### src/core/dcs_defines.svh
// Offsets, field positions, reset values and timing for the converter control
// Assumes a 12-bit APB byte address and 32-bit data words
`ifndef DCS_DEFINES_SVH
`define DCS_DEFINES_SVH

// Register byte offsets
`define DCS_OFF_CTRL_FIRST 12'h000
`define DCS_OFF_CTRL_SECOND 12'h004
`define DCS_OFF_ROUTE_GLOBAL 12'h008
`define DCS_OFF_ROUTE_LOCAL 12'h00C
`define DCS_OFF_ROUTE_MUXBUS 12'h010
`define DCS_OFF_UPDATE_GATE 12'h014
`define DCS_OFF_CODE 12'h018
`define DCS_OFF_TRIM 12'h01C
`define DCS_OFF_STATUS 12'h020

// First control register fields
`define DCS_CF_MODE 4
`define DCS_CF_RANGE_HI 3
`define DCS_CF_RANGE_LO 2

// Second control register fields
`define DCS_CS_SRC 5
`define DCS_CS_PLDIR 3
`define DCS_CS_SINK 2
`define DCS_CS_PORT 1

// Update gate register fields and strobe source codes
`define DCS_UG_EN 3
`define DCS_UG_SEL_HI 2
`define DCS_UG_SEL_LO 0
`define DCS_STB_BUS 3'h0
`define DCS_STB_ACLK 3'h1
`define DCS_STB_PL 3'h2

// Status register fields
`define DCS_ST_CODE_HI 7
`define DCS_ST_NEMPTY 8
`define DCS_ST_FULL 9

// Reset values
`define DCS_RST_BYTE 8'h00
`define DCS_RST_WORD 32'h0000_0000

// Analog clock strobe period and core clock period
`define DCS_ACLK_PERIOD_NS 100
`define DCS_CLK_PERIOD_PS 4000
`define DCS_ACLK_CYCLES ((`DCS_ACLK_PERIOD_NS * 1000) / `DCS_CLK_PERIOD_PS)

// Code FIFO shape
`define DCS_FIFO_DEPTH 8
`define DCS_CODE_W 8

`endif

### src/core/dcs_pkg.sv
// Types shared by the converter control modules
// Assumes dcs_defines.svh holds all numeric constants
package dcs_pkg;
  // Register selected by an APB address
  typedef enum logic [3:0] {
    DCS_R_CTRL_FIRST,
    DCS_R_CTRL_SECOND,
    DCS_R_ROUTE_GLOBAL,
    DCS_R_ROUTE_LOCAL,
    DCS_R_ROUTE_MUXBUS,
    DCS_R_UPDATE_GATE,
    DCS_R_CODE,
    DCS_R_TRIM,
    DCS_R_STATUS,
    DCS_R_NONE
  } dcs_reg_t;

  typedef logic [7:0] dcs_byte_t;
endpackage

### src/core/dcs_stream_if.sv
// Valid/ready word stream between the control core and its code FIFO
// Assumes one clock shared by both ends
`timescale 1ns/1ps
interface dcs_stream_if #(parameter int W = 8);
  logic [W-1:0] data;
  logic valid;
  logic ready;
  modport src (output data, output valid, input ready);
  modport snk (input data, input valid, output ready);
endinterface

### src/core/dcs_fifo.sv
// Code FIFO with valid/ready on both sides and a registered write ready
// Assumes an active-low reset with synchronised release from the top module
`timescale 1ns/1ps
module dcs_fifo #(
  parameter int W = 8,
  parameter int DEPTH = 8
) (
  input wire logic clk_i,      // Core clock
  input wire logic rst_b_i,    // Synchronised reset, active low
  dcs_stream_if.snk wr,        // Filling side
  dcs_stream_if.src rd,        // Draining side
  output logic full_o          // Full flag
);
  localparam int AW = $clog2(DEPTH);
  localparam int CW = $clog2(DEPTH + 1);

  logic [W-1:0] mem [DEPTH];
  logic [AW-1:0] wptr, next_wptr, rptr, next_rptr;
  logic [CW-1:0] count, next_count;
  logic in_rdy, next_in_rdy;
  logic push, pop;

  // Handshakes and flags
  assign push = wr.valid & in_rdy;
  assign pop = rd.ready & (count != '0);
  assign wr.ready = in_rdy;
  assign rd.valid = (count != '0);
  assign rd.data = mem[rptr];
  assign full_o = ~in_rdy;

  // Pointer and count update, ready follows next count
  always_comb begin
    next_wptr = wptr;
    next_rptr = rptr;
    next_count = count;
    if (push) begin
      next_wptr = (wptr == AW'(DEPTH - 1)) ? '0 : AW'(wptr + 1'b1);
    end
    if (pop) begin
      next_rptr = (rptr == AW'(DEPTH - 1)) ? '0 : AW'(rptr + 1'b1);
    end
    if (push && !pop) begin
      next_count = CW'(count + 1'b1);
    end else if (pop && !push) begin
      next_count = CW'(count - 1'b1);
    end
    next_in_rdy = (next_count != CW'(DEPTH));
  end

  // State registers
  always_ff @(posedge clk_i or negedge rst_b_i) begin
    if (!rst_b_i) begin
      wptr <= '0;
      rptr <= '0;
      count <= '0;
      in_rdy <= 1'b1;
    end else begin
      wptr <= next_wptr;
      rptr <= next_rptr;
      count <= next_count;
      in_rdy <= next_in_rdy;
    end
  end

  // Storage, no reset needed
  always_ff @(posedge clk_i) begin
    if (push) begin
      mem[wptr] <= wr.data;
    end
  end
endmodule

### src/core/dcs_top.sv
// Digital control of an 8-bit current/voltage output converter
// Assumes an APB master on core_clk_i; analog blocks sit outside
//
// Overview of operation
// - Code from register or logic lines, bit-selected
// - Single shared converter bus; driver arbitrates
// - Output changes only on strobe when gated
// - Three-bit field picks the strobe source
// - Mode bit picks current or voltage output
// - Current mode: range field picks three scales
// - Voltage mode: range field picks two spans
// - Linear steps of full scale over 256
// - Register bit picks source or sink current
// - Logic input may steer source/sink instead
// - Trim byte adjusts mirror gain separately
// - Separate route muxes per output mode
//
// Chosen here: the APB slave port and the register offsets.
`timescale 1ns/1ps
`include "dcs_defines.svh"
module dcs_top #(
  parameter int FIFO_DEPTH = `DCS_FIFO_DEPTH,
  parameter int ACLK_CYCLES = `DCS_ACLK_CYCLES
) (
  input wire logic core_clk_i,              // Core clock, 250 MHz
  input wire logic rst_b_i,                 // Async reset, active low
  input wire logic [11:0] paddr_i,          // APB address
  input wire logic psel_i,                  // APB select
  input wire logic penable_i,               // APB enable
  input wire logic pwrite_i,                // APB direction
  input wire logic [31:0] pwdata_i,         // APB write data
  output logic [31:0] prdata_o,             // APB read data
  output logic pready_o,                    // APB ready
  output logic pslverr_o,                   // APB error, unmapped
  input wire dcs_pkg::dcs_byte_t pl_code_i, // Logic-array code lines
  input wire logic pl_code_valid_i,         // Code lines valid
  input wire logic pl_bus_sel_i,            // Shared bus granted here
  output logic pl_code_ready_o,             // Code FIFO can take
  input wire logic pl_strobe_i,             // Logic-array strobe
  input wire logic pl_sink_i,               // Logic-array sink select
  output dcs_pkg::dcs_byte_t conv_code_o,   // Applied code
  output dcs_pkg::dcs_byte_t conv_trim_o,   // Mirror gain trim
  output logic current_mode_o,              // 1 current, 0 voltage
  output logic [1:0] range_o,               // Range field
  output logic sink_o,                      // Current sink selected
  output dcs_pkg::dcs_byte_t route_volt_global_o, // Voltage to globals
  output dcs_pkg::dcs_byte_t route_volt_local_o,  // Voltage to local bus
  output dcs_pkg::dcs_byte_t route_volt_mux_o,    // Voltage to mux bus
  output dcs_pkg::dcs_byte_t route_cur_global_o,  // Current to globals
  output dcs_pkg::dcs_byte_t route_cur_mux_o,     // Current to mux bus
  output logic route_cur_port_o             // Current to its port
);
  import dcs_pkg::*;

  localparam int AC_W = $clog2(ACLK_CYCLES + 1);

  // Address decode, used by access and read paths
  function automatic dcs_reg_t reg_decode(input logic [11:0] a);
    dcs_reg_t r;
    if (a == `DCS_OFF_CTRL_FIRST) r = DCS_R_CTRL_FIRST;
    else if (a == `DCS_OFF_CTRL_SECOND) r = DCS_R_CTRL_SECOND;
    else if (a == `DCS_OFF_ROUTE_GLOBAL) r = DCS_R_ROUTE_GLOBAL;
    else if (a == `DCS_OFF_ROUTE_LOCAL) r = DCS_R_ROUTE_LOCAL;
    else if (a == `DCS_OFF_ROUTE_MUXBUS) r = DCS_R_ROUTE_MUXBUS;
    else if (a == `DCS_OFF_UPDATE_GATE) r = DCS_R_UPDATE_GATE;
    else if (a == `DCS_OFF_CODE) r = DCS_R_CODE;
    else if (a == `DCS_OFF_TRIM) r = DCS_R_TRIM;
    else if (a == `DCS_OFF_STATUS) r = DCS_R_STATUS;
    else r = DCS_R_NONE;
    return r;
  endfunction

  // Reset release through two flops
  logic rst_m, rst_s;
  always_ff @(posedge core_clk_i or negedge rst_b_i) begin
    if (!rst_b_i) begin
      rst_m <= 1'b0;
      rst_s <= 1'b0;
    end else begin
      rst_m <= 1'b1;
      rst_s <= rst_m;
    end
  end

  // Register state
  dcs_byte_t ctrl_first, ctrl_second, route_global, route_local;
  dcs_byte_t route_muxbus, update_gate, code_reg, trim_reg;
  dcs_byte_t next_ctrl_first, next_ctrl_second, next_route_global;
  dcs_byte_t next_route_local, next_route_muxbus, next_update_gate;
  dcs_byte_t next_code_reg, next_trim_reg;

  // Bus slave state
  logic next_pready, next_pslverr;
  logic [31:0] next_prdata;
  dcs_reg_t sel;
  logic commit, commit_wr, src_pl, fifo_full, can_go;

  // FIFO link
  dcs_stream_if #(.W(`DCS_CODE_W)) in_s ();
  dcs_stream_if #(.W(`DCS_CODE_W)) out_s ();

  dcs_fifo #(.W(`DCS_CODE_W), .DEPTH(FIFO_DEPTH)) u_fifo (
    .clk_i(core_clk_i),
    .rst_b_i(rst_s),
    .wr(in_s),
    .rd(out_s),
    .full_o(fifo_full)
  );

  // Access decode and completion
  assign sel = reg_decode(paddr_i);
  assign src_pl = ctrl_second[`DCS_CS_SRC];
  assign commit = psel_i & penable_i & pready_o;
  assign commit_wr = commit & pwrite_i;
  // A code write with the register source must wait for FIFO room, stalling the bus
  assign can_go = ~(pwrite_i & (sel == DCS_R_CODE) & ~src_pl & fifo_full);

  // FIFO filling: register writes or granted logic lines
  always_comb begin
    if (src_pl) begin
      in_s.data = pl_code_i;
      in_s.valid = pl_code_valid_i & pl_bus_sel_i;
    end else begin
      in_s.data = pwdata_i[`DCS_CODE_W-1:0];
      in_s.valid = commit_wr & (sel == DCS_R_CODE);
    end
  end
  assign pl_code_ready_o = in_s.ready;

  // Bus answer: one wait state, longer for a register-source code write while the FIFO is full
  always_comb begin
    next_pready = 1'b0;
    next_pslverr = 1'b0;
    next_prdata = prdata_o;
    if (psel_i && penable_i && !pready_o && can_go) begin
      next_pready = 1'b1;
      next_pslverr = (sel == DCS_R_NONE);
      next_prdata = `DCS_RST_WORD;
      if (!pwrite_i) begin
        if (sel == DCS_R_CTRL_FIRST) next_prdata[7:0] = ctrl_first;
        else if (sel == DCS_R_CTRL_SECOND) next_prdata[7:0] = ctrl_second;
        else if (sel == DCS_R_ROUTE_GLOBAL) next_prdata[7:0] = route_global;
        else if (sel == DCS_R_ROUTE_LOCAL) next_prdata[7:0] = route_local;
        else if (sel == DCS_R_ROUTE_MUXBUS) next_prdata[7:0] = route_muxbus;
        else if (sel == DCS_R_UPDATE_GATE) next_prdata[7:0] = update_gate;
        else if (sel == DCS_R_CODE) next_prdata[7:0] = code_reg;
        else if (sel == DCS_R_TRIM) next_prdata[7:0] = trim_reg;
        else if (sel == DCS_R_STATUS) begin
          next_prdata[`DCS_ST_CODE_HI:0] = conv_code_o;
          next_prdata[`DCS_ST_NEMPTY] = out_s.valid;
          next_prdata[`DCS_ST_FULL] = fifo_full;
        end
      end
    end
  end

  always_ff @(posedge core_clk_i or negedge rst_s) begin
    if (!rst_s) begin
      pready_o <= 1'b0;
      pslverr_o <= 1'b0;
      prdata_o <= `DCS_RST_WORD;
    end else begin
      pready_o <= next_pready;
      pslverr_o <= next_pslverr;
      prdata_o <= next_prdata;
    end
  end

  // Register writes take effect at the completing edge
  always_comb begin
    next_ctrl_first = ctrl_first;
    next_ctrl_second = ctrl_second;
    next_route_global = route_global;
    next_route_local = route_local;
    next_route_muxbus = route_muxbus;
    next_update_gate = update_gate;
    next_code_reg = code_reg;
    next_trim_reg = trim_reg;
    if (commit_wr) begin
      if (sel == DCS_R_CTRL_FIRST) next_ctrl_first = pwdata_i[7:0];
      else if (sel == DCS_R_CTRL_SECOND) next_ctrl_second = pwdata_i[7:0];
      else if (sel == DCS_R_ROUTE_GLOBAL) next_route_global = pwdata_i[7:0];
      else if (sel == DCS_R_ROUTE_LOCAL) next_route_local = pwdata_i[7:0];
      else if (sel == DCS_R_ROUTE_MUXBUS) next_route_muxbus = pwdata_i[7:0];
      else if (sel == DCS_R_UPDATE_GATE) next_update_gate = pwdata_i[7:0];
      else if (sel == DCS_R_CODE) next_code_reg = pwdata_i[7:0];
      else if (sel == DCS_R_TRIM) next_trim_reg = pwdata_i[7:0];
    end
  end

  always_ff @(posedge core_clk_i or negedge rst_s) begin
    if (!rst_s) begin
      ctrl_first <= `DCS_RST_BYTE;
      ctrl_second <= `DCS_RST_BYTE;
      route_global <= `DCS_RST_BYTE;
      route_local <= `DCS_RST_BYTE;
      route_muxbus <= `DCS_RST_BYTE;
      update_gate <= `DCS_RST_BYTE;
      code_reg <= `DCS_RST_BYTE;
      trim_reg <= `DCS_RST_BYTE;
    end else begin
      ctrl_first <= next_ctrl_first;
      ctrl_second <= next_ctrl_second;
      route_global <= next_route_global;
      route_local <= next_route_local;
      route_muxbus <= next_route_muxbus;
      update_gate <= next_update_gate;
      code_reg <= next_code_reg;
      trim_reg <= next_trim_reg;
    end
  end

  // Strobe sources: delayed bus write, analog clock divider, logic edge
  logic [AC_W-1:0] aclk_cnt, next_aclk_cnt;
  logic aclk_stb, next_aclk_stb, bus_stb, next_bus_stb;
  logic pl_stb_q, strobe_evt;

  always_comb begin
    next_aclk_stb = 1'b0;
    next_aclk_cnt = AC_W'(aclk_cnt + 1'b1);
    if (aclk_cnt == AC_W'(ACLK_CYCLES - 1)) begin
      next_aclk_cnt = '0;
      next_aclk_stb = 1'b1;
    end
    // Word is visible in the FIFO one cycle after its write
    next_bus_stb = commit_wr & (sel == DCS_R_CODE) & ~src_pl;
  end

  always_ff @(posedge core_clk_i or negedge rst_s) begin
    if (!rst_s) begin
      aclk_cnt <= '0;
      aclk_stb <= 1'b0;
      bus_stb <= 1'b0;
      pl_stb_q <= 1'b0;
    end else begin
      aclk_cnt <= next_aclk_cnt;
      aclk_stb <= next_aclk_stb;
      bus_stb <= next_bus_stb;
      pl_stb_q <= pl_strobe_i;
    end
  end

  // Strobe source select
  always_comb begin
    case (update_gate[`DCS_UG_SEL_HI:`DCS_UG_SEL_LO])
      `DCS_STB_BUS: strobe_evt = bus_stb;
      `DCS_STB_ACLK: strobe_evt = aclk_stb;
      `DCS_STB_PL: strobe_evt = pl_strobe_i & ~pl_stb_q;
      default: strobe_evt = 1'b0;
    endcase
  end

  // Drain on strobe when gated, at once when not
  assign out_s.ready = ~update_gate[`DCS_UG_EN] | strobe_evt;

  // Applied code and analog controls
  dcs_byte_t next_code_out, next_rv_g, next_rv_l, next_rv_m;
  dcs_byte_t next_rc_g, next_rc_m;
  logic next_mode, next_sink, next_port, cur;

  assign cur = ctrl_first[`DCS_CF_MODE];
  always_comb begin
    next_code_out = conv_code_o;
    if (out_s.valid && out_s.ready) begin
      next_code_out = out_s.data;
    end
    next_mode = cur;
    if (ctrl_second[`DCS_CS_PLDIR]) begin
      next_sink = cur & pl_sink_i;
    end else begin
      next_sink = cur & ctrl_second[`DCS_CS_SINK];
    end
    next_rv_g = cur ? `DCS_RST_BYTE : route_global;
    next_rv_l = cur ? `DCS_RST_BYTE : route_local;
    next_rv_m = cur ? `DCS_RST_BYTE : route_muxbus;
    next_rc_g = cur ? route_global : `DCS_RST_BYTE;
    next_rc_m = cur ? route_muxbus : `DCS_RST_BYTE;
    next_port = cur & ctrl_second[`DCS_CS_PORT];
  end

  always_ff @(posedge core_clk_i or negedge rst_s) begin
    if (!rst_s) begin
      conv_code_o <= `DCS_RST_BYTE;
      conv_trim_o <= `DCS_RST_BYTE;
      current_mode_o <= 1'b0;
      range_o <= 2'h0;
      sink_o <= 1'b0;
      route_volt_global_o <= `DCS_RST_BYTE;
      route_volt_local_o <= `DCS_RST_BYTE;
      route_volt_mux_o <= `DCS_RST_BYTE;
      route_cur_global_o <= `DCS_RST_BYTE;
      route_cur_mux_o <= `DCS_RST_BYTE;
      route_cur_port_o <= 1'b0;
    end else begin
      conv_code_o <= next_code_out;
      conv_trim_o <= trim_reg;
      current_mode_o <= next_mode;
      // Same field, scale read per mode
      range_o <= ctrl_first[`DCS_CF_RANGE_HI:`DCS_CF_RANGE_LO];
      sink_o <= next_sink;
      route_volt_global_o <= next_rv_g;
      route_volt_local_o <= next_rv_l;
      route_volt_mux_o <= next_rv_m;
      route_cur_global_o <= next_rc_g;
      route_cur_mux_o <= next_rc_m;
      route_cur_port_o <= next_port;
    end
  end
endmodule

### config.mk
export PLATFORM = sky130hd
export DESIGN_NAME = dcs_top
export DESIGN_NICKNAME = d
export VERILOG_FILES = /design/src/core/dcs_pkg.sv /design/src/core/dcs_stream_if.sv /design/src/core/dcs_fifo.sv /design/src/core/dcs_top.sv
export VERILOG_INCLUDE_DIRS = /design/src /design/src/core
export SDC_FILE = /design/constraint.sdc
export NUM_CORES = 1
export LEC_CHECK = 0
export BUFFER_PORTS_ARGS = -buffer_cell sky130_fd_sc_hd__buf_2
export CAP_MARGIN = 10
export CORE_MARGIN = 4
export CORE_UTILIZATION = 50
export DETAILED_ROUTE_END_ITERATION = 7
export PLACE_DENSITY_LB_ADDON = 0.25
export SLEW_MARGIN = 20
export SYNTH_ARGS = -nofsm -noshare
export SYNTH_HDL_FRONTEND = slang
export SYNTH_SLANG_ARGS = --single-unit
### constraint.sdc
create_clock -name core_clk_i -period 6.6 [get_ports core_clk_i]
set_clock_uncertainty 0.05 [all_clocks]
set_input_delay 0.99 -clock core_clk_i [delete_from_list [all_inputs] [get_ports core_clk_i]]
set_output_delay 0.99 -clock core_clk_i [all_outputs]
set_load 0.05 [all_outputs]
==> flow_metrics.tcl, run 1 <==
set metrics [dict create \
    placement.io_buffers 110 \
    ios 157 \
    dr.pass1.iters 5 \
    via_count 5841 \
    layoutNonFillerInstCount 1038 \
    finalHoldViolations 0 \
    htreeDepth 1 \
    ff_latch_area_sq_um 5883 \
    grt.busiest_layer "met2" \
    fin_crit_sh_pct 50.79 \
    relSlewSlack_pct 37.59 \
    final_nets 861 \
    final_util_pct 60.25 \
    largest-register "u_fifo.mem" \
    synth-seq-cells 222 \
    finalWirelength_um 21110 \
    critPathRequiredTime_ns 6.68 \
    placed_cells 995 \
    seq_area_frac_synth_pct 62.23 \
    status "completed" \
    use_met3_pct 4.017 \
    gr-total-overflow 0 \
    path_clk_slew_ns 0.06 \
    synth.distinct_cells 72 \
    grt_pass1_vias 6156 \
    clk_path_buf_depth 3 \
    worst_slack_ns 3.248 \
    synthesis.instances 679 \
    synth_flop_cell "dfrtp_1" \
    path_cells "buf_2 -> nor4_4 -> nand4_4 -> o21ai_2 -> nand2_1 -> nor2_1" \
    cts_tree "yes" \
    diodes 0 \
    rsz0062_at_grt "false" \
    drcViolationCount 0 \
    synth_area_sq_um 9444 \
    setup_viol 0 \
    grt_pass1_wl_um 34210 \
    core-area_sq_um 18270 \
    start_kind "input port" \
    std_cell_rows 49 \
    synthArstFlopShare_pct 71.17 \
    cp_slowest_cell "nor4_4" \
    largest_reg_flops 64 \
    power.density_nw_per_um2 323.5 \
    worst_pin_slew_ns 0.9232 \
    place_hpwl_um 15120 \
    layout_common_cells "dfrtp_1 (154), buf_2 (110), mux2_2 (75)" \
    p_leak_uw 0.005102 \
    finalCriticalPeriod_ns 3.352 \
    use_met2_pct 34.21 \
    antenna_found_initial 0 \
    hold_buffers 0 \
    tns_ns 0 \
    fmax_mhz 298.3 \
    crit_type "input port to flip-flop" \
    ff2ff_setup_slack_ns 3.76 \
    slowest_delay_ns 0.74 \
    synthToLayoutAreaGrowth_pct 16.55 \
    synth.area.top_cells "dfrtp_1 (42%), edfxtp_1 (20%), mux2_2 (8.9%), mux4_2 (3.8%), buf_4 (1.9%)" \
    synth_top_area_share_pct 41.60 \
    ff2ff_path_depth 4 \
    yosysWarnings 0 \
    avgSynthCellArea_sq_um 13.91 \
    track_usage_pct 19.83 \
    report.final.slew_viol_count 0 \
    die_h_um 145.4 \
    max-cap-violations 0 \
    synth_area_leader_cell "dfrtp_1" \
    min_path_type "input port to async pin" \
    initial_utilization_pct 51.69 \
    final_common_cell "dfrtp_1" \
    dp_slack_ns 2.494 \
    grt_max_degree 61 \
    viasPerCell 5.627 \
    ir_drop_uv 201.9 \
    hold_ws_ns 0.1977 \
    synth_edf_count 64 \
    post_drt_wl_per_cell_um 20.34 \
    cts-buffers-inserted 24 \
    clkLatencyLatePin_ns 0.51 \
    multi_input_area_sq_um 3358 \
    reg2reg_from "ctrl_second[5]" \
    drive_gt1_share_pct 33.99 \
    routabilityCongestion 0.8950 \
    postCtsSetupBuffers 0 \
    ant_nets 0 \
    cts_root_buf "clkbuf_16" \
    grtUsageMet1_pct 25.50 \
    path_max_fanout 13 \
    dieArea_sq_um 21150 \
    cts.sinks 222 \
    postCtsResizedCells 0 \
    crit_path_end_kind "flip-flop" \
    r2r-end "u_fifo.mem[3][6]" \
    reg_top3 "u_fifo.mem (64), prdata_o (10)" \
    first_iter_violations 484 \
    fillers 1435 \
    die_w_um 145.4 \
    cp.arrival_ns 3.43 \
]
[stage by stage]
stage               power, uW  cell area (sq um)
floorplan                2015               9523
global placement         2127              10130
detailed placement       2154              10140
CTS                      3593              10990
global route             3705              11010
finish                   3560              11010
[critical path: cells and delay by family]
kind	cells	cell delay, ns
buffers and inverters	1	0.12
AOI/OAI and AO/OA	1	0.39
and+or+nand+nor	4	1.91
[final cells by class]
cell class	count	share of cell area, %
clock inverter	15	1.910
multi-input combinational	419	30.51
clock buffer	28	5.877
timing repair buffer	114	5.275
sequential	222	53.45
tap	229	2.603
inverter	11	0.3751
[routing by layer]
metal	vias to the layer above	part of all wire (%)
li1	2678	-
met1	2928	42
met2	191	51
met3	44	4.7
met4	0	2.8
met5	-	0
[synth_stat cells, types with 14 or more instances]
cell	number
o21ai_0	27
mux2i_1	14
dfrtp_1	157
mux4_2	16
nor2b_1	25
nor2_1	21
clkbuf_1	15
and2_1	18
nand2_1	43
edfxtp_1	64
mux2_2	75
buf_4	24
[report_power, final]
| group | internal, uW | total, uW | switching [uW] |
|---|---|---|---|
| combinational | 211 | 524 | 313 |
| clock | 896 | 1430 | 538 |
| sequential | 1470 | 1600 | 128 |
[cell families after synthesis]
logic type | Yosys count | synth area share (%)
adders and majority gates | 8 | 1.060
DFF | 222 | 62.23
buffers and inverters | 59 | 3.378
muxes | 105 | 14.24
and+or+nand+nor | 175 | 11.14
other | 2 | 0.07952
AOI/OAI and AO/OA | 102 | 7.313
xor gates and xnor gates | 6 | 0.5564
[worst max path at each step]
stage                from                to  slack, ns  cells after the start
3_3_place_gp   paddr_i[9]  u_fifo.mem[2][3]       2.53                      6
3_5_place_dp   paddr_i[9]  u_fifo.mem[5][2]       2.49                      5
5_1_grt        paddr_i[9]  u_fifo.mem[3][7]       3.12                      6
6_report       paddr_i[9]  u_fifo.mem[3][6]       3.25                      6
4_1_cts        paddr_i[9]  u_fifo.mem[5][2]       3.02                      5
2_1_floorplan       rst_s       aclk_cnt[0]       1.82                      0
(Power assumes the default switching activity.)
==> run 2: changes to the inputs <==
- clock period: 6.6 -> 2.8 ns (I/O delays scaled with it)
==> run 2 against run 1 <==
Against the previous run:
- sequential share of layout area fell by 0.53 points
- final cell count rose by 2.4%
- die area did not move
- first-iteration DRC count fell by 15%
- cell area rose by 0.95%
- critical path depth rose by 2
==> flow_metrics.tcl, run 2 (synthesis results as in run 1) <==
set metrics [dict create \
    drive_gt1_share_pct 34.77 \
    dr.pass1.iters 5 \
    synthToLayoutAreaGrowth_pct 17.66 \
    gr-total-overflow 0 \
    path_max_fanout 8 \
    min_path_type "input port to flip-flop" \
    dieArea_sq_um 21150 \
    finalCriticalPeriod_ns 2.328 \
    reg_top3 "u_fifo.mem (64), prdata_o (10)" \
    hold_depth 3 \
    path_clk_slew_ns 0.05 \
    layout_common_cells "dfrtp_1 (156), buf_2 (110), mux2_2 (75)" \
    final_nets 885 \
    cts_root_buf "clkbuf_16" \
    max-cap-violations 0 \
    largest-register "u_fifo.mem" \
    core-area_sq_um 18270 \
    crit_type "flip-flop to flip-flop" \
    cts-buffers-inserted 24 \
    wl_met1_um 8841 \
    largest_reg_flops 64 \
    cp_slowest_cell "nor2_1" \
    placement.io_buffers 110 \
    tns_ns 0 \
    htreeDepth 1 \
    postCtsResizedCells 0 \
    dr_wl_met2_um 10980 \
    status "completed" \
    rsz0062_at_grt "false" \
    fmax_mhz 429.6 \
    clkLatencyLatePin_ns 0.51 \
    worst_slack_ns 0.4724 \
    antenna_found_initial 0 \
    slowest_delay_ns 0.49 \
    diodes 0 \
    crit_path_end_kind "flip-flop" \
    highest_layer "met4" \
    ant_nets 0 \
    dp_slack_ns 0.2239 \
    worst_pin_slew_ns 0.7630 \
    ff2ff_setup_slack_ns 0.47 \
    die_h_um 145.4 \
    fin_crit_sh_pct 83.13 \
    first_iter_violations 410 \
    grt_pass1_vias 6127 \
    report.final.slew_viol_count 0 \
    ir_drop_uv 623.2 \
    relSlewSlack_pct 49.13 \
    grt_pass1_wl_um 33920 \
    ios 157 \
    finalHoldViolations 0 \
    reg2reg_from "u_fifo.count[0]" \
    grt_max_degree 57 \
    setup_viol 0 \
    clk_path_buf_depth 3 \
    path_cells "inv_1 -> ha_1 -> or3b_2 -> nand2_1 -> nor2_1 -> mux2i_1 -> xor2_1 -> o211ai_1" \
    hp-start "pl_sink_i" \
    std_cell_rows 49 \
    critPathRequiredTime_ns 3.16 \
    finalWirelength_um 21310 \
    cts.sinks 222 \
    initial_utilization_pct 51.69 \
    die_w_um 145.4 \
    final_common_cell "dfrtp_1" \
    p_leak_uw 0.005204 \
    dr_wl_met3_um 954 \
    via_count 6001 \
    routabilityCongestion 0.9045 \
    postCtsSetupBuffers 0 \
    viasPerCell 5.645 \
    cp.arrival_ns 2.69 \
    track_usage_pct 19.80 \
    start_kind "flip-flop" \
    cp-startpoint "u_fifo.count[0]" \
    post_drt_wl_per_cell_um 20.05 \
    ff2ff_path_depth 8 \
    power.density_nw_per_um2 726.9 \
    drcViolationCount 0 \
    cts_tree "yes" \
    place_hpwl_um 15290 \
]
## run 2: per-layer routing
layer	global-route usage (%)	up-vias
met5	0	-
met4	5.603	0
met3	3.083	47
met2	34.80	192
met1	25.70	3026
li1	-	2736
## run 2: path summary, 6_finish.rpt
path,end
setup / recovery,u_fifo.wr.ready
hold / removal,sink_o
setup reg to reg,u_fifo.wr.ready
hold reg to reg,route_volt_mux_o[3]
max in group asynchronous,u_fifo.wptr[2]
min in group asynchronous,rst_s
## run 2: what timing repair did
item / CTS / global route
endpoints found under the setup margin: 0 / 0
hold endpoints to repair: 3 / 0
hold buffers: 2 / 0
## run 2: layout make-up
type | count | area, sq um
Timing Repair Buffer | 138 | 778.2
Inverter | 11 | 41.29
Clock inverter | 10 | 81.33
Sequential cell | 222 | 5881
Tap cell | 229 | 286.5
Multi-Input combinational cell | 419 | 3344
Clock buffer | 34 | 699.4
Fill cell | 1433 | 7158
## run 2: critical path: cells and delay by family, from the launching register on
| family | cells | cell delay [ns] |
|---|---|---|
| xor+xnor | 1 | 0.20 |
| mux | 1 | 0.28 |
| flops | 1 | 0.43 |
| buf+inv | 1 | 0.10 |
| fa+ha+maj | 1 | 0.23 |
| simple gates | 3 | 0.83 |
| compound gates | 1 | 0.12 |
## run 2: report_power, final
part | internal (uW) | switching [uW] | total [uW]
Sequential | 3480 | 236 | 3710
Combinational | 518 | 793 | 1310
Clock | 1830 | 1220 | 3050
## run 2: through the flow
| step | hold WS [ns] | std cells | util, % | total power, uW | instance area (sq um) |
|---|---|---|---|---|---|
| 2_1_floorplan | 0.07441 | 700 | - | 4749 | 9530 |
| 3_3_place_gp | 0.1542 | 1017 | 56.44 | 5046 | 10310 |
| 3_5_place_dp | 0.1563 | 1017 | 56.44 | 5094 | 10310 |
| 4_1_cts | 0.1501 | 1063 | 60.82 | 8166 | 11110 |
| 5_1_grt | 0.1588 | 1063 | 60.82 | 8432 | 11110 |
| 6_report | 0.1571 | 1063 | 60.82 | 8077 | 11110 |
==> run 3: changes to the inputs <==
- ABC_AREA: unset -> 1
- clock period: 2.8 -> 1.95 ns (I/O delays scaled with it)
==> run 3 against run 2 <==
Against the previous run:
- setup slack worse by 0.36 ns
- clock power is 39% higher
- flip-flop and latch count stayed put
- sequential share of layout area is 4.1 points lower
- die area is 2.2% higher
- combinational power is 79% higher
- worst hold slack worse by 0.11 ns
- global-route usage is 1.8 points higher
- final cell count is 41% higher
- power is 46% higher
- utilization is 3.1 points higher
- critical endpoint is now u_fifo.mem[4][2]
==> flow_metrics.tcl, run 3 <==
set metrics [dict create \
    path_clk_slew_ns 0.06 \
    first_iter_violations 594 \
    cts-buffers-inserted 23 \
    ir_drop_uv 733.8 \
    synth-seq-cells 222 \
    avgSynthCellArea_sq_um 9.467 \
    synthArstFlopShare_pct 71.17 \
    path_cells "inv_2 -> nor3_4 -> nand3b_4 -> nand2_1 -> nand2_2 -> or2_4 -> nor3_4 -> buf_12" \
    largest-register "u_fifo.mem" \
    diodes 0 \
    final_nets 1289 \
    gr-total-overflow 0 \
    routabilityCongestion 0.8879 \
    start_kind "flip-flop" \
    yosysWarnings 0 \
    synth_xor_area_share_pct 0.2718 \
    placed_cells 1443 \
    place_hpwl_um 16560 \
    layout_common_cells "nand2_1 (204), dfrtp_1 (155), inv_1 (136)" \
    cts.sinks 222 \
    crit_path_frequent_cell "nor3_4" \
    crit_type "flip-flop to flip-flop" \
    largest_reg_flops 64 \
    synth_most_common_cell "nand2_1" \
    finalCriticalPeriod_ns 1.833 \
    finalWirelength_um 23400 \
    viasPerCell 4.986 \
    synth_flop_cell "dfrtp_1" \
    slowest_delay_ns 0.38 \
    path_max_fanout 8 \
    synthAdderAreaFrac_pct 1.036 \
    die_w_um 147.0 \
    layoutNonFillerInstCount 1495 \
    p_comb_share_pct 19.9 \
    power.total_uw 11810 \
    reg_top3 "u_fifo.mem (64), prdata_o (10)" \
    synth_mux_area_share_pct 0 \
    ff2ff_setup_slack_ns 0.12 \
    power.density_nw_per_um2 981.2 \
    synth.area.top_cells "dfrtp_1 (41%), edfxtp_1 (20%), nand2_1 (8.0%), o21ai_0 (5.5%), inv_1 (5.4%)" \
    grt_max_degree 67 \
    dieArea_sq_um 21620 \
    p_leak_uw 0.005957 \
    synth_compound_area_share_pct 10.07 \
    ios 157 \
    cp_slowest_cell "dfrtp_2" \
    cts_root_buf "clkbuf_16" \
    synthToLayoutAreaGrowth_pct 24.54 \
    cts_tree "yes" \
    dr.pass1.iters 5 \
    drcViolationCount 0 \
    finalHoldViolations 0 \
    synth_top_family_by_area "simple AND/OR/NAND/NOR gates" \
    pwr-share-clk_pct 35.9 \
    synth_top_area_share_pct 40.65 \
    synth_common_cells "nand2_1 (205), dfrtp_1 (157), inv_1 (138)" \
    synth_edf_count 64 \
    grt_pass1_vias 7215 \
    via_count 7454 \
    yosys.area_share.simple_pct 18.71 \
    synthesis.instances 1021 \
    clk_path_buf_depth 3 \
    track_usage_pct 21.62 \
    die_h_um 147.0 \
    antenna_found_initial 0 \
    crit_path_end_kind "flip-flop" \
    cp.arrival_ns 1.99 \
    core-area_sq_um 18830 \
    relSlewSlack_pct 61.38 \
    post_drt_wl_per_cell_um 15.65 \
    fin_crit_sh_pct 94.00 \
    path_buf_inv 2 \
    fmax_mhz 545.5 \
    ant_nets 0 \
    p_sw_share_pct 29.86 \
    synth.distinct_cells 48 \
    final_util_pct 63.93 \
    initial_utilization_pct 51.33 \
    max-cap-violations 0 \
    worst_pin_slew_ns 0.5749 \
    placement.io_buffers 110 \
    internal_power_uw 8284 \
    crit_family "simple AND/OR/NAND/NOR gates" \
    seq_area_frac_synth_pct 60.80 \
    htreeDepth 1 \
    grt_pass1_wl_um 37430 \
    synth_area_leader_cell "dfrtp_1" \
    std_cell_rows 50 \
    synth_area_sq_um 9666 \
    drive_gt1_share_pct 23.16 \
    seqPwrFrac_pct 44.2 \
    final_common_cell "nand2_1" \
    switchingPower_uw 3527 \
    status "completed" \
    report.final.slew_viol_count 0 \
    min_path_type "input port to async pin" \
    clkLatencyLatePin_ns 0.51 \
    critPathRequiredTime_ns 2.11 \
    setup_viol 0 \
]
-- run 3: timing repair --
item / 4_1_cts / 5_1_grt
endpoints found under the setup margin: 0 / 17
setup buffers: 0 / 1
resized for setup: 0 / 6
endpoints found under the hold margin: 12 / 0
hold buffers: 11 / 0
-- run 3: power by group through the flow --
| stage | combinational, uW | clock, uW | sequential, uW |
|---|---|---|---|
| floorplan | 1300 | 0 | 5600 |
| global placement | 2270 | 0 | 5300 |
| detailed placement | 2320 | 0 | 5310 |
| CTS | 2360 | 4340 | 5220 |
| global route | 2590 | 4540 | 5240 |
| finish | 2350 | 4240 | 5220 |
-- run 3: cells by family (layout without fill, tap and decap cells) --
kind of cell | Yosys count | after routing
AO/OA/AOI/OAI | 165 | 165
XOR/XNOR | 3 | 3
adder cells (fa/ha/maj) | 8 | 8
buffers and inverters | 202 | 395
flip-flops | 222 | 222
other | 2 | 23
AND/OR/NAND/NOR | 419 | 419
-- run 3: worst paths after layout --
| check | startpoint | endpoint | cells after the start |
|---|---|---|---|
| setup / recovery | pready_o | u_fifo.mem[4][2] | 8 |
| max in group asynchronous | rst_s | route_cur_global_o[3] | 1 |
| setup reg to reg | pready_o | u_fifo.mem[4][2] | 8 |
| hold / removal | rst_b_i | rst_m | 2 |
| hold reg to reg | rst_s | prdata_o[8] | 0 |
| min in group core_clk_i | pwrite_i | prdata_o[9] | 3 |
-- run 3: per-stage QoR --
| stage | worst slack, ns | hold WS, ns | TNS [ns] | cell area [sq um] |
|---|---|---|---|---|
| 6_report | 0.1169 | 0.05141 | 0 | 12040 |
| 5_1_grt | -0.003454 | 0.05475 | -0.003454 | 12040 |
| 4_1_cts | 0.01673 | 0.02431 | 0 | 12020 |
| 3_5_place_dp | -0.3043 | 0.03089 | -20.78 | 11180 |
| 3_3_place_gp | -0.2656 | 0.02957 | -16.89 | 11180 |
| 2_1_floorplan | -0.1931 | -0.05309 | -7.194 | 9797 |
-- run 3: final cells by class --
| type | instances | area, sq um |
|---|---|---|
| Fill cell | 1517 | 6793 |
| Timing Repair Buffer | 208 | 1489 |
| Clock buffer | 32 | 639.4 |
| Clock inverter | 8 | 91.34 |
| Tap cell | 260 | 325.3 |
| Multi-Input combinational cell | 618 | 3052 |
| Inverter | 147 | 559.3 |
| Sequential cell | 222 | 5882 |
-- run 3: routing by layer --
layer	share of wire [%]	vias up	GRT usage, %
met4	3.2	0	7.223
met1	44	3459	29.70
met3	6.3	53	2.992
met5	0	-	0
met2	47	272	35.81
li1	-	3670	-
